$ cat config.mk
export PLATFORM = sky130hd
export DESIGN_NAME = gst_timer
export DESIGN_NICKNAME = d
export VERILOG_FILES = /design/src/gst_pkg.sv /design/src/gst_timer.sv
export SDC_FILE = /design/constraint.sdc
export NUM_CORES = 1
export LEC_CHECK = 0
export BUFFER_PORTS_ARGS = -buffer_cell sky130_fd_sc_hd__buf_2
export CAP_MARGIN = 20
export CORE_ASPECT_RATIO = 1.25
export CORE_MARGIN = 2
export CORE_UTILIZATION = 53
export CTS_BUF_LIST = sky130_fd_sc_hd__clkbuf_16
export DETAILED_ROUTE_END_ITERATION = 7
export PLACE_DENSITY = 0.79
export SLEW_MARGIN = 30
export SYNTH_ARGS = -nofsm -noshare
export SYNTH_HDL_FRONTEND = slang
export SYNTH_SLANG_ARGS = --single-unit
$ cat constraint.sdc
create_clock -name aclk -period 2.8 [get_ports aclk]
set_input_delay 0.28 -clock aclk [delete_from_list [all_inputs] [get_ports aclk]]
set_output_delay 0.28 -clock aclk [all_outputs]
set_load 0.005 [all_outputs]
$ cat src/gst_pkg.sv
// package for the gated sixteen-bit timer: register map, field positions, reset values
// assumes an axi4-lite slave with 32-bit data, one register per aligned word
package gst_pkg;
   // register byte offsets
   localparam logic [7:0] OFF_TIMER_CONTROL = 8'h10;
   localparam logic [7:0] OFF_COUNT_LOW = 8'h14;
   localparam logic [7:0] OFF_COUNT_HIGH = 8'h18;
   localparam logic [7:0] OFF_PERIPHERAL_FLAG = 8'h1c;
   localparam logic [7:0] OFF_PERIPHERAL_ENABLE = 8'h20;
   localparam logic [7:0] OFF_IRQ_CONTROL = 8'h24;
   localparam logic [7:0] OFF_PORT_STATUS = 8'h28;
   localparam logic [7:0] OFF_SYSTEM_CONFIG = 8'h2c;
   // control, flag, enable and irq field positions
   localparam int CTL_RUN = 0;
   localparam int CTL_SRC = 1;
   localparam int CTL_SYNC_BYP = 2;
   localparam int CTL_OSC_EN = 3;
   localparam int CTL_PS_LO = 4;
   localparam int CTL_GATE_EN = 6;
   localparam int FLAG_OVF = 0;
   localparam int IE_OVF = 0;
   localparam int IRQ_PERIPH = 6;
   localparam int IRQ_GLOBAL = 7;
   // reset values and count maximum
   localparam logic [6:0] CONTROL_RESET = 7'h00;
   localparam logic [15:0] COUNT_RESET = 16'h0000;
   localparam logic [15:0] COUNT_MAX = 16'hffff;
   // instruction cycle is the system clock divided by four
   localparam logic [1:0] INSN_DIV_LAST = 2'h3;
   localparam logic [1:0] RESP_OKAY = 2'h0;
   localparam logic [1:0] RESP_SLVERR = 2'h2;

   typedef struct packed {
      logic gate_enable;
      logic [1:0] prescale_select;
      logic lp_osc_enable;
      logic sync_bypass;
      logic clock_source_select;
      logic timer_run;
   } gst_control_t;

   typedef enum logic [1:0] {
      EDGE_ARM = 2'b00,
      EDGE_LOW = 2'b01,
      EDGE_HIGH = 2'b10
   } gst_edge_t;
endpackage : gst_pkg

$ cat src/gst_timer.sv
// gated sixteen-bit timer/counter with prescaler, overflow flag and register slave
// assumes one 100 MHz clock; ext_clock_in and gate_in_n are asynchronous pins
//
// Operation
// - sixteen-bit count wraps from ffff to zero
// - every rollover sets overflow flag bit zero
// - irq needs overflow, peripheral and global enables
// - timer mode counts every instruction cycle
// - source bit one selects external or fosc/4
// - counter mode counts external rising edges
// - falling edge needed before first counted rise
// - gate enable lets run only while gate low
// - gating applies in timer and counter modes
// - prescale field divides by one, two, four, eight
// - prescaler hidden; cleared by count byte writes
// - sync bypass bit only matters for external clock
// - unsynchronised counter runs in sleep, wakes core
// - count reads valid while running from external clock
// - oscillator enable acts only on internal oscillator
// - oscillator on forces pin directions one, pins zero
// - control bit zero runs or stops timer
// - control bit seven reads zero; fields reset zero
`timescale 1ns/1ps
module gst_timer
(
   // clock and reset
   input wire logic aclk,
   input wire logic aresetn,
   // axi4-lite write address and data
   input wire logic [7:0] s_axi_awaddr,
   input wire logic s_axi_awvalid,
   output logic s_axi_awready,
   input wire logic [31:0] s_axi_wdata,
   input wire logic [3:0] s_axi_wstrb,
   input wire logic s_axi_wvalid,
   output logic s_axi_wready,
   // axi4-lite write response
   output logic [1:0] s_axi_bresp,
   output logic s_axi_bvalid,
   input wire logic s_axi_bready,
   // axi4-lite read
   input wire logic [7:0] s_axi_araddr,
   input wire logic s_axi_arvalid,
   output logic s_axi_arready,
   output logic [31:0] s_axi_rdata,
   output logic [1:0] s_axi_rresp,
   output logic s_axi_rvalid,
   input wire logic s_axi_rready,
   // timer pins and system status
   input wire logic ext_clock_in,
   input wire logic gate_in_n,
   input wire logic sleep_mode,
   // outputs
   output logic irq,
   output logic wake,
   output logic pin5_direction,
   output logic pin4_direction
);
   gst_pkg::gst_control_t ctl_reg;
   logic [15:0] count_reg;
   logic [2:0] presc_reg;
   logic [1:0] insn_div_reg;
   logic ovf_flag_reg;
   logic ovf_ie_reg;
   logic periph_ie_reg;
   logic global_ie_reg;
   logic int_osc_reg;
   logic [5:0] port_in_reg;
   logic [5:0] port_dir_reg;
   logic ext_s1_reg, ext_s2_reg, ext_s3_reg;
   logic gate_s1_reg, gate_s2_reg;
   gst_pkg::gst_edge_t edge_reg, edge_next;
   logic aw_hold_reg, w_hold_reg;
   logic [7:0] aw_addr_reg;
   logic [31:0] w_data_reg;
   logic [3:0] w_strb_reg;

   // instruction cycle enable, fosc/4
   wire insn_tick = (insn_div_reg == gst_pkg::INSN_DIV_LAST);
   // rising edge on synchronised external clock, ahead of the falling-edge guard
   wire ext_rise = ext_s2_reg & ~ext_s3_reg;
   wire ext_fall = ~ext_s2_reg & ext_s3_reg;
   // the unsynchronised path still needs a sampled edge in this single-clock design;
   // bypass only keeps counting in sleep; the falling-edge guard still applies
   wire ext_tick = ext_rise && (edge_reg == gst_pkg::EDGE_LOW);
   wire src_tick = ctl_reg.clock_source_select ? ext_tick : insn_tick;
   wire gate_open = ~ctl_reg.gate_enable | ~gate_s2_reg;
   // sleep stops the synchronised and internal modes only
   wire sleep_ok = ~sleep_mode | (ctl_reg.clock_source_select & ctl_reg.sync_bypass);
   wire run = ctl_reg.timer_run & gate_open & sleep_ok;
   // last prescaler count for the selected division; three bits reach divide by eight
   wire [2:0] presc_last = 3'((1 << ctl_reg.prescale_select) - 1);
   wire presc_tick = run && src_tick && (presc_reg == presc_last);
   wire rollover = presc_tick && (count_reg == gst_pkg::COUNT_MAX);
   wire osc_active = ctl_reg.lp_osc_enable & int_osc_reg;

   // write decode: both channels held, response slot free
   wire wr_go = aw_hold_reg && w_hold_reg && !s_axi_bvalid;
   wire wr_ctl = wr_go && aw_addr_reg == gst_pkg::OFF_TIMER_CONTROL && w_strb_reg[0];
   wire wr_lo = wr_go && aw_addr_reg == gst_pkg::OFF_COUNT_LOW && w_strb_reg[0];
   wire wr_hi = wr_go && aw_addr_reg == gst_pkg::OFF_COUNT_HIGH && w_strb_reg[0];
   wire wr_flag = wr_go && aw_addr_reg == gst_pkg::OFF_PERIPHERAL_FLAG && w_strb_reg[0];
   wire wr_pie = wr_go && aw_addr_reg == gst_pkg::OFF_PERIPHERAL_ENABLE && w_strb_reg[0];
   wire wr_irq = wr_go && aw_addr_reg == gst_pkg::OFF_IRQ_CONTROL && w_strb_reg[0];
   wire wr_port = wr_go && aw_addr_reg == gst_pkg::OFF_PORT_STATUS && w_strb_reg[0];
   wire wr_sys = wr_go && aw_addr_reg == gst_pkg::OFF_SYSTEM_CONFIG && w_strb_reg[0];
   // unmapped addresses are answered with an error and change nothing
   wire wr_hit = aw_addr_reg inside {gst_pkg::OFF_TIMER_CONTROL, gst_pkg::OFF_COUNT_LOW,
      gst_pkg::OFF_COUNT_HIGH, gst_pkg::OFF_PERIPHERAL_FLAG, gst_pkg::OFF_PERIPHERAL_ENABLE,
      gst_pkg::OFF_IRQ_CONTROL, gst_pkg::OFF_PORT_STATUS, gst_pkg::OFF_SYSTEM_CONFIG};
   wire [7:0] wbyte = w_data_reg[7:0];

   // port view: oscillator pins forced when the oscillator owns them
   wire [5:0] dir_view = osc_active ? (port_dir_reg | 6'h30) : port_dir_reg;
   wire [5:0] pin_view = osc_active ? (port_in_reg & 6'h0f) : port_in_reg;

   // read mux; the count is a plain register in this clock domain, so reads are coherent
   logic [31:0] rd_word;
   logic rd_hit;
   always_comb
   begin
      rd_word = 32'h0000_0000;
      rd_hit = 1'b1;
      case (s_axi_araddr)
         gst_pkg::OFF_TIMER_CONTROL: rd_word = {25'h0, ctl_reg};
         gst_pkg::OFF_COUNT_LOW: rd_word = {24'h0, count_reg[7:0]};
         gst_pkg::OFF_COUNT_HIGH: rd_word = {24'h0, count_reg[15:8]};
         gst_pkg::OFF_PERIPHERAL_FLAG: rd_word = {31'h0, ovf_flag_reg};
         gst_pkg::OFF_PERIPHERAL_ENABLE: rd_word = {31'h0, ovf_ie_reg};
         gst_pkg::OFF_IRQ_CONTROL: rd_word = {24'h0, global_ie_reg, periph_ie_reg, 6'h0};
         gst_pkg::OFF_PORT_STATUS: rd_word = {18'h0, dir_view, 2'h0, pin_view};
         gst_pkg::OFF_SYSTEM_CONFIG: rd_word = {31'h0, int_osc_reg};
         default: rd_hit = 1'b0;
      endcase
   end

   // falling-edge guard for the external input
   always_comb
   begin
      edge_next = edge_reg;
      case (edge_reg)
         gst_pkg::EDGE_ARM: if (ext_fall) edge_next = gst_pkg::EDGE_LOW;
         gst_pkg::EDGE_LOW: if (ext_rise) edge_next = gst_pkg::EDGE_HIGH;
         gst_pkg::EDGE_HIGH: if (ext_fall) edge_next = gst_pkg::EDGE_LOW;
         default: edge_next = gst_pkg::EDGE_ARM;
      endcase
      if (!ctl_reg.clock_source_select)
         edge_next = gst_pkg::EDGE_ARM;
   end

   // pin synchronisers, two flops before use
   always_ff @(posedge aclk)
   begin
      ext_s1_reg <= ext_clock_in;
      ext_s2_reg <= ext_s1_reg;
      ext_s3_reg <= ext_s2_reg;
      gate_s1_reg <= gate_in_n;
      gate_s2_reg <= gate_s1_reg;
   end

   // counting datapath
   always_ff @(posedge aclk)
   begin
      if (!aresetn)
      begin
         insn_div_reg <= 2'h0;
         presc_reg <= 3'h0;
         count_reg <= gst_pkg::COUNT_RESET;
         edge_reg <= gst_pkg::EDGE_ARM;
      end
      else
      begin
         insn_div_reg <= insn_div_reg + 2'h1;
         edge_reg <= edge_next;
         if (wr_lo || wr_hi)
            presc_reg <= 3'h0;
         else if (run && src_tick)
            presc_reg <= presc_tick ? 3'h0 : presc_reg + 3'h1;
         // a software write wins over a coinciding increment
         if (wr_lo)
            count_reg[7:0] <= wbyte;
         else if (wr_hi)
            count_reg[15:8] <= wbyte;
         else if (presc_tick)
            count_reg <= count_reg + 16'h0001;
      end
   end

   // control and interrupt registers; a rollover wins over a clear in the same cycle
   always_ff @(posedge aclk)
   begin
      if (!aresetn)
      begin
         ctl_reg <= gst_pkg::CONTROL_RESET;
         ovf_flag_reg <= 1'b0;
         ovf_ie_reg <= 1'b0;
         periph_ie_reg <= 1'b0;
         global_ie_reg <= 1'b0;
         int_osc_reg <= 1'b0;
         port_dir_reg <= 6'h3f;
         port_in_reg <= 6'h00;
      end
      else
      begin
         if (wr_ctl)
            ctl_reg <= wbyte[6:0];
         if (rollover)
            ovf_flag_reg <= 1'b1;
         else if (wr_flag)
            ovf_flag_reg <= wbyte[gst_pkg::FLAG_OVF];
         if (wr_pie)
            ovf_ie_reg <= wbyte[gst_pkg::IE_OVF];
         if (wr_irq)
         begin
            periph_ie_reg <= wbyte[gst_pkg::IRQ_PERIPH];
            global_ie_reg <= wbyte[gst_pkg::IRQ_GLOBAL];
         end
         if (wr_sys)
            int_osc_reg <= wbyte[0];
         if (wr_port)
            port_dir_reg <= w_data_reg[13:8];
         // pin view takes the synchronised pins, never the raw ones
         port_in_reg <= {gate_s2_reg, ext_s2_reg, 4'h0};
      end
   end

   // outputs from flops
   always_ff @(posedge aclk)
   begin
      if (!aresetn)
      begin
         irq <= 1'b0;
         wake <= 1'b0;
         pin5_direction <= 1'b1;
         pin4_direction <= 1'b1;
      end
      else
      begin
         irq <= ovf_flag_reg & ovf_ie_reg & periph_ie_reg & global_ie_reg;
         wake <= ovf_flag_reg & ovf_ie_reg & periph_ie_reg;
         pin5_direction <= dir_view[5];
         pin4_direction <= dir_view[4];
      end
   end

   // axi write channels, taken in either order
   always_ff @(posedge aclk)
   begin
      if (!aresetn)
      begin
         aw_hold_reg <= 1'b0;
         w_hold_reg <= 1'b0;
         aw_addr_reg <= 8'h00;
         w_data_reg <= 32'h0000_0000;
         w_strb_reg <= 4'h0;
         s_axi_awready <= 1'b0;
         s_axi_wready <= 1'b0;
         s_axi_bvalid <= 1'b0;
         s_axi_bresp <= gst_pkg::RESP_OKAY;
      end
      else
      begin
         s_axi_awready <= !aw_hold_reg && !s_axi_awready && s_axi_awvalid;
         s_axi_wready <= !w_hold_reg && !s_axi_wready && s_axi_wvalid;
         if (s_axi_awvalid && s_axi_awready)
         begin
            aw_hold_reg <= 1'b1;
            aw_addr_reg <= s_axi_awaddr;
         end
         if (s_axi_wvalid && s_axi_wready)
         begin
            w_hold_reg <= 1'b1;
            w_data_reg <= s_axi_wdata;
            w_strb_reg <= s_axi_wstrb;
         end
         if (wr_go)
         begin
            aw_hold_reg <= 1'b0;
            w_hold_reg <= 1'b0;
            s_axi_bvalid <= 1'b1;
            s_axi_bresp <= wr_hit ? gst_pkg::RESP_OKAY : gst_pkg::RESP_SLVERR;
         end
         else if (s_axi_bready)
            s_axi_bvalid <= 1'b0;
      end
   end

   // axi read channel
   always_ff @(posedge aclk)
   begin
      if (!aresetn)
      begin
         s_axi_arready <= 1'b0;
         s_axi_rvalid <= 1'b0;
         s_axi_rdata <= 32'h0000_0000;
         s_axi_rresp <= gst_pkg::RESP_OKAY;
      end
      else
      begin
         s_axi_arready <= !s_axi_arready && !s_axi_rvalid && s_axi_arvalid;
         if (s_axi_arvalid && s_axi_arready)
         begin
            s_axi_rvalid <= 1'b1;
            s_axi_rdata <= rd_word;
            s_axi_rresp <= rd_hit ? gst_pkg::RESP_OKAY : gst_pkg::RESP_SLVERR;
         end
         else if (s_axi_rready)
            s_axi_rvalid <= 1'b0;
      end
   end

   // counting checks; a count load in the same cycle is left out, since a write beats an increment
   a_count_wrap: assert property (@(posedge aclk) disable iff (!aresetn)
      rollover && !wr_lo && !wr_hi |=> count_reg == 16'h0000)
      else $error("count did not wrap");
   a_stop_hold: assert property (@(posedge aclk) disable iff (!aresetn)
      !ctl_reg.timer_run && !wr_lo && !wr_hi |=> $stable(count_reg))
      else $error("count moved while off");
   a_gate_hold: assert property (@(posedge aclk) disable iff (!aresetn)
      ctl_reg.gate_enable && gate_s2_reg && !wr_lo && !wr_hi |=> $stable(count_reg))
      else $error("count moved with gate closed");
   a_sleep_hold: assert property (@(posedge aclk) disable iff (!aresetn)
      sleep_mode && !(ctl_reg.clock_source_select && ctl_reg.sync_bypass) && !wr_lo && !wr_hi
      |=> $stable(count_reg)) else $error("count moved in sleep");

   // edge guard watched on the count itself, so a broken tick path cannot hide; rate watched on presc_tick
   // the rate check relies on software stopping the timer before switching the source
   a_fall_first: assert property (@(posedge aclk) disable iff (!aresetn)
      ctl_reg.clock_source_select && edge_reg == gst_pkg::EDGE_ARM && !wr_lo && !wr_hi
      |=> $stable(count_reg)) else $error("rise counted before fall");
   a_timer_rate: assert property (@(posedge aclk) disable iff (!aresetn)
      presc_tick && !ctl_reg.clock_source_select |=> (!presc_tick) [*3])
      else $error("timer off instruction cycle");

   // prescaler and overflow flag
   a_presc_clear: assert property (@(posedge aclk) disable iff (!aresetn)
      (wr_lo || wr_hi) |=> presc_reg == 3'h0)
      else $error("prescaler not cleared");
   a_flag_set: assert property (@(posedge aclk) disable iff (!aresetn)
      rollover |=> ovf_flag_reg)
      else $error("rollover did not set flag");
   a_flag_sticky: assert property (@(posedge aclk) disable iff (!aresetn)
      ovf_flag_reg && !wr_flag |=> ovf_flag_reg)
      else $error("flag cleared by hardware");
   a_flag_clear: assert property (@(posedge aclk) disable iff (!aresetn)
      wr_flag && !wbyte[gst_pkg::FLAG_OVF] && !rollover |=> !ovf_flag_reg)
      else $error("flag clear lost");

   // interrupt, wake, pins and control read-back
   a_irq_gate: assert property (@(posedge aclk) disable iff (!aresetn)
      irq |-> $past(ovf_flag_reg & ovf_ie_reg & periph_ie_reg & global_ie_reg))
      else $error("irq without all enables");
   a_wake_gate: assert property (@(posedge aclk) disable iff (!aresetn)
      wake |-> $past(ovf_flag_reg & ovf_ie_reg & periph_ie_reg))
      else $error("wake without enables");
   a_osc_pins: assert property (@(posedge aclk) disable iff (!aresetn)
      osc_active |-> dir_view[5:4] == 2'b11 && pin_view[5:4] == 2'b00)
      else $error("osc pins not forced");
   a_ctl_read: assert property (@(posedge aclk) disable iff (!aresetn)
      s_axi_arvalid && s_axi_arready && s_axi_araddr == gst_pkg::OFF_TIMER_CONTROL
      |=> s_axi_rdata[31:7] == 25'h0) else $error("control read shows unused bits");

   // main scenarios: rollover, interrupt, external count, counting asleep, gate shut
   // a cover that never hits points at a scenario the bench no longer reaches
   c_rollover: cover property (@(posedge aclk) disable iff (!aresetn) rollover);
   c_irq: cover property (@(posedge aclk) disable iff (!aresetn) irq);
   c_ext_count: cover property (@(posedge aclk) disable iff (!aresetn) presc_tick && ctl_reg.clock_source_select);
   c_sleep_count: cover property (@(posedge aclk) disable iff (!aresetn) presc_tick && sleep_mode);
   c_gate_shut: cover property (@(posedge aclk) disable iff (!aresetn) ctl_reg.timer_run && !gate_open);
endmodule : gst_timer

==> impl_metrics.env, run 1 <==
export IMPL_die_area_mm2=0.008963
export IMPL_path_delay_family="compound AO/OA/AOI/OAI gates"
export IMPL_fp_row_count=36
export IMPL_fin_skew_ps=5.871
export IMPL_cp_startpoint="ext_s3_reg"
export IMPL_rr_endpoint="count_reg[8]"
export IMPL_total_power_uw=2714
export IMPL_rrSetupSlack_ps=540
export IMPL_ir_drop_v=0.0004002
export IMPL_ys_warn_count=0
export IMPL_p_sw_frac=0.2351
export IMPL_fill_cells=663
export IMPL_grt_pass1_wl_um=17320
export IMPL_clock_sinks=98
export IMPL_wire_per_inst_um=15.41
export IMPL_detail_route_wirelength_um=10380
export IMPL_dp_cells=658
export IMPL_die_w_um=85.08
export IMPL_start_kind="flip-flop"
export IMPL_drt_iter0_markers=279
export IMPL_setup_violations=0
export IMPL_avgSynthCellArea_um2=8.474
export IMPL_numCtsBuffers=9
export IMPL_worst_path_largest_cell_delay_ps=530
export IMPL_worstSkewPairLatency_ps=340
export IMPL_syn_area_mm2=0.004355
export IMPL_cts_path_max_buffers=2
export IMPL_grt_overflow=0
export IMPL_syn_instance_count=514
export IMPL_n_antenna_cell=0
export IMPL_synth_enable_flop_cells=0
export IMPL_critPathBufInv=0
export IMPL_finalInstanceArea_mm2=0.004970
export IMPL_period_minus_slack_ps=2260
export IMPL_grt_pass1_vias=3756
export IMPL_vias=3864
export IMPL_cp_end_kind="flip-flop"
export IMPL_placed_area_mm2=0.004693
export IMPL_power_frac_seq=0.530
export IMPL_numPortBuffers=65
export IMPL_fin_setup_tns_ps=0
export IMPL_finalNonFillerCells=674
export IMPL_synthTopCellsByArea="dfxtp_1 (45%), nand2_1 (6.6%), a21oi_1 (6.0%), mux2i_1 (4.8%), nor2_1 (4.8%)"
export IMPL_max_freq_ghz=0.4426
export IMPL_powerDensity_mw_per_mm2=546.0
export IMPL_crit_type="reg2reg"
export IMPL_nets=639
export IMPL_hold_viol=0
export IMPL_area_growth_pct=14.11
export IMPL_async_reset_ff_frac=0
export IMPL_p_int_uw=2076
export IMPL_antenna_found_initial=0
export IMPL_rr_startpoint="ext_s3_reg"
export IMPL_cp_num_cells=6
export IMPL_ant_nets=0
export IMPL_critPathRequiredTime_ps=3070
export IMPL_post_synth_top_count_cell="dfxtp_1"
export IMPL_cp_slowest_cell="a2111o_1"
export IMPL_num_io_pins=107
export IMPL_cts_max_level=3
export IMPL_register_area_mm2=0.001962
export IMPL_finalWeightedCongestion=0.8812
export IMPL_multi_input_area_mm2=0.002205
export IMPL_cap_viol_max_count=0
export IMPL_p_leak_uw=0.001888
export IMPL_holdBufCountCts=0
export IMPL_synth_main_ff_cell="dfxtp_1"
export IMPL_drive_gt1_frac=0.1727
export IMPL_grt_max_degree=38
export IMPL_cts_root_buffer_cell="clkbuf_16"
export IMPL_via_per_inst=5.733
export IMPL_clk_pin_slew_ps=70
export IMPL_initial_core_util=0.5525
export IMPL_reg2reg_depth=6
export IMPL_run_status="completed"
export IMPL_ys_top_cells_by_count="dfxtp_1 (98), nand2_1 (77), nor2_1 (56)"
export IMPL_power_frac_clock=0.424
export IMPL_synth_largest_area_cell="dfxtp_1"
export IMPL_grt_setup_unrepaired="no"
export IMPL_combPwrFrac=0.046
export IMPL_dieHeight_um=105.4
export IMPL_synth_top_area_share=0.4504
export IMPL_post_cts_buffers=0
export IMPL_post_cts_resized=0
export IMPL_core_mm2=0.007883
export IMPL_maxSlewHeadroom=0.5566
export IMPL_cp_cell_sequence="nand4bb_1 > a2111o_1 > o21bai_2 > nor4_1 > mux2_2 > a21oi_1"
export IMPL_drc_errors=0
export IMPL_holdWs_ps=36.94
export IMPL_firstDrtPassIters=5
export IMPL_ys_types=57
export IMPL_seq_area_frac_synth=0.4504
export IMPL_tightestPinTransition_ps=660.7
export IMPL_power_switching_uw=638.0
export IMPL_slew_violations=0
export IMPL_place_hpwl_um=7476
export IMPL_cts_tree="yes"
export IMPL_hold_class="in2reg"
export IMPL_largest_reg_flops=16
export IMPL_critPathMaxFanout=8
export IMPL_worstPathArrival_ps=2530
export IMPL_fin_crit_sh=0.8070
export IMPL_ys_ff_latch=98
export IMPL_endpoint="count_reg[8]"
export IMPL_track_usage=0.2401
==> per-stage QoR <==
step                setup slack (ps)    util
floorplan                      751.6       -
global placement               587.5  0.5954
detailed placement             570.3  0.5954
CTS                            538.4  0.6305
global route                   320.7  0.6305
finish                         540.5  0.6305
==> per-layer routing <==
metal | up-vias | global-route usage | routed length [um]
met5 | - | 0 | 0
met4 | 0 | 0.1281 | 393
met3 | 32 | 0.03602 | 445
met2 | 130 | 0.4068 | 5255
met1 | 1809 | 0.2897 | 4290
li1 | 1893 | - | -
==> layout make-up <==
class                           instances  share of cell area
Tap cell                               95             0.02392
Clock inverter                          7             0.01032
Sequential cell                        98              0.3948
Multi-Input combinational cell        386              0.4436
Timing Repair Buffer                   73             0.07754
Clock buffer                            9             0.04532
Inverter                                6            0.004532
==> layout by cell type, fill, tap and decap left out, types with 6 or more instances in the layout <==
| master | n |
|---|---|
| nor2_1 | 56 |
| clkbuf_16 | 9 |
| mux2i_1 | 21 |
| buf_4 | 8 |
| nor3_1 | 17 |
| a21o_1 | 6 |
| conb_1 | 20 |
| a21oi_1 | 52 |
| nand3_1 | 20 |
| o21ai_0 | 13 |
| and2_1 | 8 |
| a22oi_1 | 18 |
| dfxtp_1 | 98 |
| nand2_1 | 77 |
| buf_2 | 65 |
| xnor2_1 | 8 |
==> cell families (layout without fill, tap and decap cells) <==
family | Yosys count | in the layout | synth area share
AOI/OAI and AO/OA | 113 | 113 | 0.1649
xor gates and xnor gates | 9 | 9 | 0.01810
adders and majority gates | 3 | 3 | 0.008619
buffers and inverters | 49 | 95 | 0.05975
DFF | 98 | 98 | 0.4504
muxes | 23 | 23 | 0.05602
other | 1 | 20 | 0.0008610
and+or+nand+nor | 218 | 218 | 0.2413
==> power groups by stage <==
stage | logic (uW) | registers [uW] | clock network (uW)
after detailed placement | 125 | 1470 | 0
after global routing | 142 | 1440 | 1220
after floorplan | 93.9 | 1460 | 0
after global placement | 121 | 1470 | 0
final | 125 | 1440 | 1150
after CTS | 125 | 1440 | 1160
==> worst reg2reg max path: cells and delay by family, from the launching register on <==
family / cells / cell delay, ps
flip-flops: 1 / 320
AO/OA/AOI/OAI: 3 / 960
multiplexers: 1 / 370
AND/OR/NAND/NOR: 2 / 550
==> worst min path at each step <==
stage                       startpoint          end  slack [ps]  depth (start not counted)
final                        gate_in_n  gate_s1_reg          40                          1
after CTS                    gate_in_n  gate_s1_reg          30                          1
after global placement     gate_s1_reg  gate_s2_reg         310                          0
after floorplan           ext_clock_in   ext_s1_reg         310                          0
after global routing         gate_in_n  gate_s1_reg          30                          1
after detailed placement   gate_s1_reg  gate_s2_reg         320                          0
Power figures use the tool's default switching activity.
==> inputs of run 2 (changes only) <==
--- a/config.mk
+++ b/config.mk
@@ -5,14 +5,15 @@
 export SDC_FILE = /design/constraint.sdc
 export NUM_CORES = 1
 export LEC_CHECK = 0
+export ABC_AREA = 1
 export BUFFER_PORTS_ARGS = -buffer_cell sky130_fd_sc_hd__buf_2
 export CAP_MARGIN = 20
 export CORE_ASPECT_RATIO = 1.25
 export CORE_MARGIN = 2
-export CORE_UTILIZATION = 53
+export CORE_UTILIZATION = 49
 export CTS_BUF_LIST = sky130_fd_sc_hd__clkbuf_16
 export DETAILED_ROUTE_END_ITERATION = 7
-export PLACE_DENSITY = 0.79
+export PLACE_DENSITY = 0.77
 export SLEW_MARGIN = 30
 export SYNTH_ARGS = -nofsm -noshare
 export SYNTH_HDL_FRONTEND = slang
==> constraint.sdc (replaced) <==
create_clock -name aclk -period 1.9 [get_ports aclk]
set_input_delay 0.19 -clock aclk [delete_from_list [all_inputs] [get_ports aclk]]
set_output_delay 0.19 -clock aclk [all_outputs]
set_load 0.005 [all_outputs]
==> run 2 against run 1 <==
Effect of this change: flip-flop and latch count unchanged; fmax grew 33%; clock skew grew 3.4 ps; combinational power is 90% higher; final area is 7.3% higher; worst hold slack better by 25 ps; core utilization shrank 4.9 points; critical path depth increased by 3; clock power up 54%.
==> impl_metrics.env, run 2 <==
export IMPL_run_status="completed"
export IMPL_synth_top_area_share=0.4233
export IMPL_critPathMaxFanout=4
export IMPL_area_growth_pct=15.01
export IMPL_worstPathArrival_ps=2000
export IMPL_tightestPinTransition_ps=671.6
export IMPL_dp_cells=840
export IMPL_grt_pass1_vias=4219
export IMPL_worstSkewPairLatency_ps=360
export IMPL_ant_nets=0
export IMPL_start_kind="flip-flop"
export IMPL_cts_max_level=3
export IMPL_async_reset_ff_frac=0
export IMPL_initial_core_util=0.5052
export IMPL_fill_cells=883
export IMPL_n_antenna_cell=0
export IMPL_cp_slowest_cell="dfxtp_1"
export IMPL_fp_row_count=39
export IMPL_max_freq_ghz=0.5891
export IMPL_fin_skew_ps=9.223
export IMPL_wire_per_inst_um=13.21
export IMPL_syn_instance_count=661
export IMPL_vias=4455
export IMPL_seq_area_frac_synth=0.4233
export IMPL_p_leak_uw=0.002389
export IMPL_synth_enable_flop_cells=0
export IMPL_path_delay_family="simple AND/OR/NAND/NOR gates"
export IMPL_synthTopCellsByArea="dfxtp_1 (42%), nand2_1 (13%), a21oi_1 (6.0%), nor2_1 (6.0%), o21ai_0 (5.9%)"
export IMPL_final_core_util=0.5810
export IMPL_finalInstanceArea_mm2=0.005330
export IMPL_avgSynthCellArea_um2=7.011
export IMPL_synth_main_ff_cell="dfxtp_1"
export IMPL_period_minus_slack_ps=1697
export IMPL_fin_setup_tns_ps=0
export IMPL_syn_area_mm2=0.004634
export IMPL_cap_viol_max_count=0
export IMPL_grt_overflow=0
export IMPL_clock_sinks=98
export IMPL_placed_area_mm2=0.005022
export IMPL_track_usage=0.2300
export IMPL_post_synth_top_count_cell="nand2_1"
export IMPL_post_cts_buffers=0
export IMPL_hold_class="in2reg"
export IMPL_ys_types=36
export IMPL_crit_top_cell="nor2_1"
export IMPL_cts_root_buffer_cell="clkbuf_16"
export IMPL_grt_max_degree=37
export IMPL_cts_path_max_buffers=2
export IMPL_num_io_pins=107
export IMPL_ys_ff_latch=98
export IMPL_setup_violations=0
export IMPL_clk_pin_slew_ps=70
export IMPL_antenna_found_initial=0
export IMPL_dieHeight_um=112.7
export IMPL_final_cell_mix="nand2_1 (157), dfxtp_1 (98), nor2_1 (74)"
export IMPL_hold_viol=0
export IMPL_drive_gt1_frac=0.1483
export IMPL_via_per_inst=5.192
export IMPL_numPortBuffers=65
export IMPL_final_common_cell="nand2_1"
export IMPL_nets=795
export IMPL_critPathBufInv=0
export IMPL_critPathRequiredTime_ps=2200
export IMPL_detail_route_wirelength_um=11340
export IMPL_ir_drop_v=0.0005354
export IMPL_ys_top_cells_by_count="nand2_1 (159), dfxtp_1 (98), nor2_1 (74)"
export IMPL_die_area_mm2=0.01026
export IMPL_slew_violations=0
export IMPL_drt_iter0_markers=289
export IMPL_maxSlewHeadroom=0.5512
export IMPL_ys_warn_count=0
export IMPL_worst_path_largest_cell_delay_ps=430
export IMPL_cp_cell_sequence="ha_1 > nand3_1 > nor2_1 > nand3_1 > nand2_1 > nand2_1 > o21ai_0 > nor2_1 > nor2_1"
export IMPL_finalWeightedCongestion=0.9096
export IMPL_drc_errors=0
export IMPL_core_mm2=0.009174
export IMPL_largest_reg_flops=16
export IMPL_die_w_um=90.99
export IMPL_finalNonFillerCells=858
export IMPL_cts_tree="yes"
export IMPL_cp_end_kind="flip-flop"
export IMPL_numCtsBuffers=9
export IMPL_crit_type="reg2reg"
export IMPL_place_hpwl_um=8663
export IMPL_powerDensity_mw_per_mm2=776.0
export IMPL_fin_crit_sh=0.8934
export IMPL_grt_pass1_wl_um=19060
export IMPL_synth_largest_area_cell="dfxtp_1"
export IMPL_firstDrtPassIters=6
export IMPL_grt_setup_unrepaired="no"
==> run 2: path summary, 6_finish.rpt <==
kind	from	end	slack, ps	cells after the start
setup reg to reg	count_reg[0]	count_reg[14]	200	9
hold reg to reg	gate_s1_reg	gate_s2_reg	330	0
hold / removal	s_axi_awvalid	s_axi_awready	60	3
setup / recovery	count_reg[0]	count_reg[14]	200	9
==> run 2: power by group <==
group	total, uW	internal, uW	switching [uW]
sequential	2130	2100	28.9
clock	1770	912	856
combinational	237	87.3	150
==> run 2: final cells by class <==
class | count | area [um^2] | area share
Sequential cell | 98 | 1962 | 0.3681
Clock buffer | 9 | 225.2 | 0.04225
Inverter | 72 | 270.3 | 0.05070
Timing Repair Buffer | 80 | 442.9 | 0.08310
Tap cell | 123 | 153.9 | 0.02887
Clock inverter | 7 | 57.56 | 0.01080
Multi-Input combinational cell | 469 | 2218 | 0.4162
==> run 2: routing by layer <==
| layer | global-route usage | share of wire | vias up |
|---|---|---|---|
| met1 | 0.2585 | 0.40 | 2027 |
| met2 | 0.4143 | 0.50 | 156 |
| met3 | 0.04261 | 0.052 | 40 |
| met4 | 0.1172 | 0.044 | 0 |
| met5 | 0 | 0 | - |
| li1 | - | - | 2232 |
==> run 2: logic make-up (layout without fill, tap and decap cells) <==
| group | after synthesis | in the layout | share of synthesized area |
|---|---|---|---|
| other | 1 | 20 | 0.0008092 |
| AND/OR/NAND/NOR | 315 | 315 | 0.2989 |
| flip-flops | 98 | 98 | 0.4233 |
| adder cells (fa/ha/maj) | 3 | 3 | 0.008100 |
| XOR/XNOR | 8 | 8 | 0.01512 |
| AO/OA/AOI/OAI | 123 | 123 | 0.1393 |
| buffers and inverters | 113 | 168 | 0.1145 |
==> run 2: metrics by stage <==
stage	hold WS [ps]	worst slack, ps	power [uW]
CTS	54.71	158.1	4158
floorplan	217.7	423.1	2340
detailed placement	295.8	162.2	2411
global route	85.38	50.39	4279
finish	62.20	202.6	4136
global placement	293.7	220.3	2400
==> run 2: repair_timing <==
item / in CTS / in global routing
endpoints found under the hold margin: 2 / 0
hold buffers: 2 / 0
setup endpoints to repair: 0 / 9
resized for setup: 0 / 2
==> run 2: worst reg2reg max path: cells and delay by family, from the launching register on <==
family | cells | cell delay (ps)
AND/OR/NAND/NOR | 7 | 850
adder cells (fa/ha/maj) | 1 | 220
AO/OA/AOI/OAI | 1 | 140
flip-flops | 1 | 430
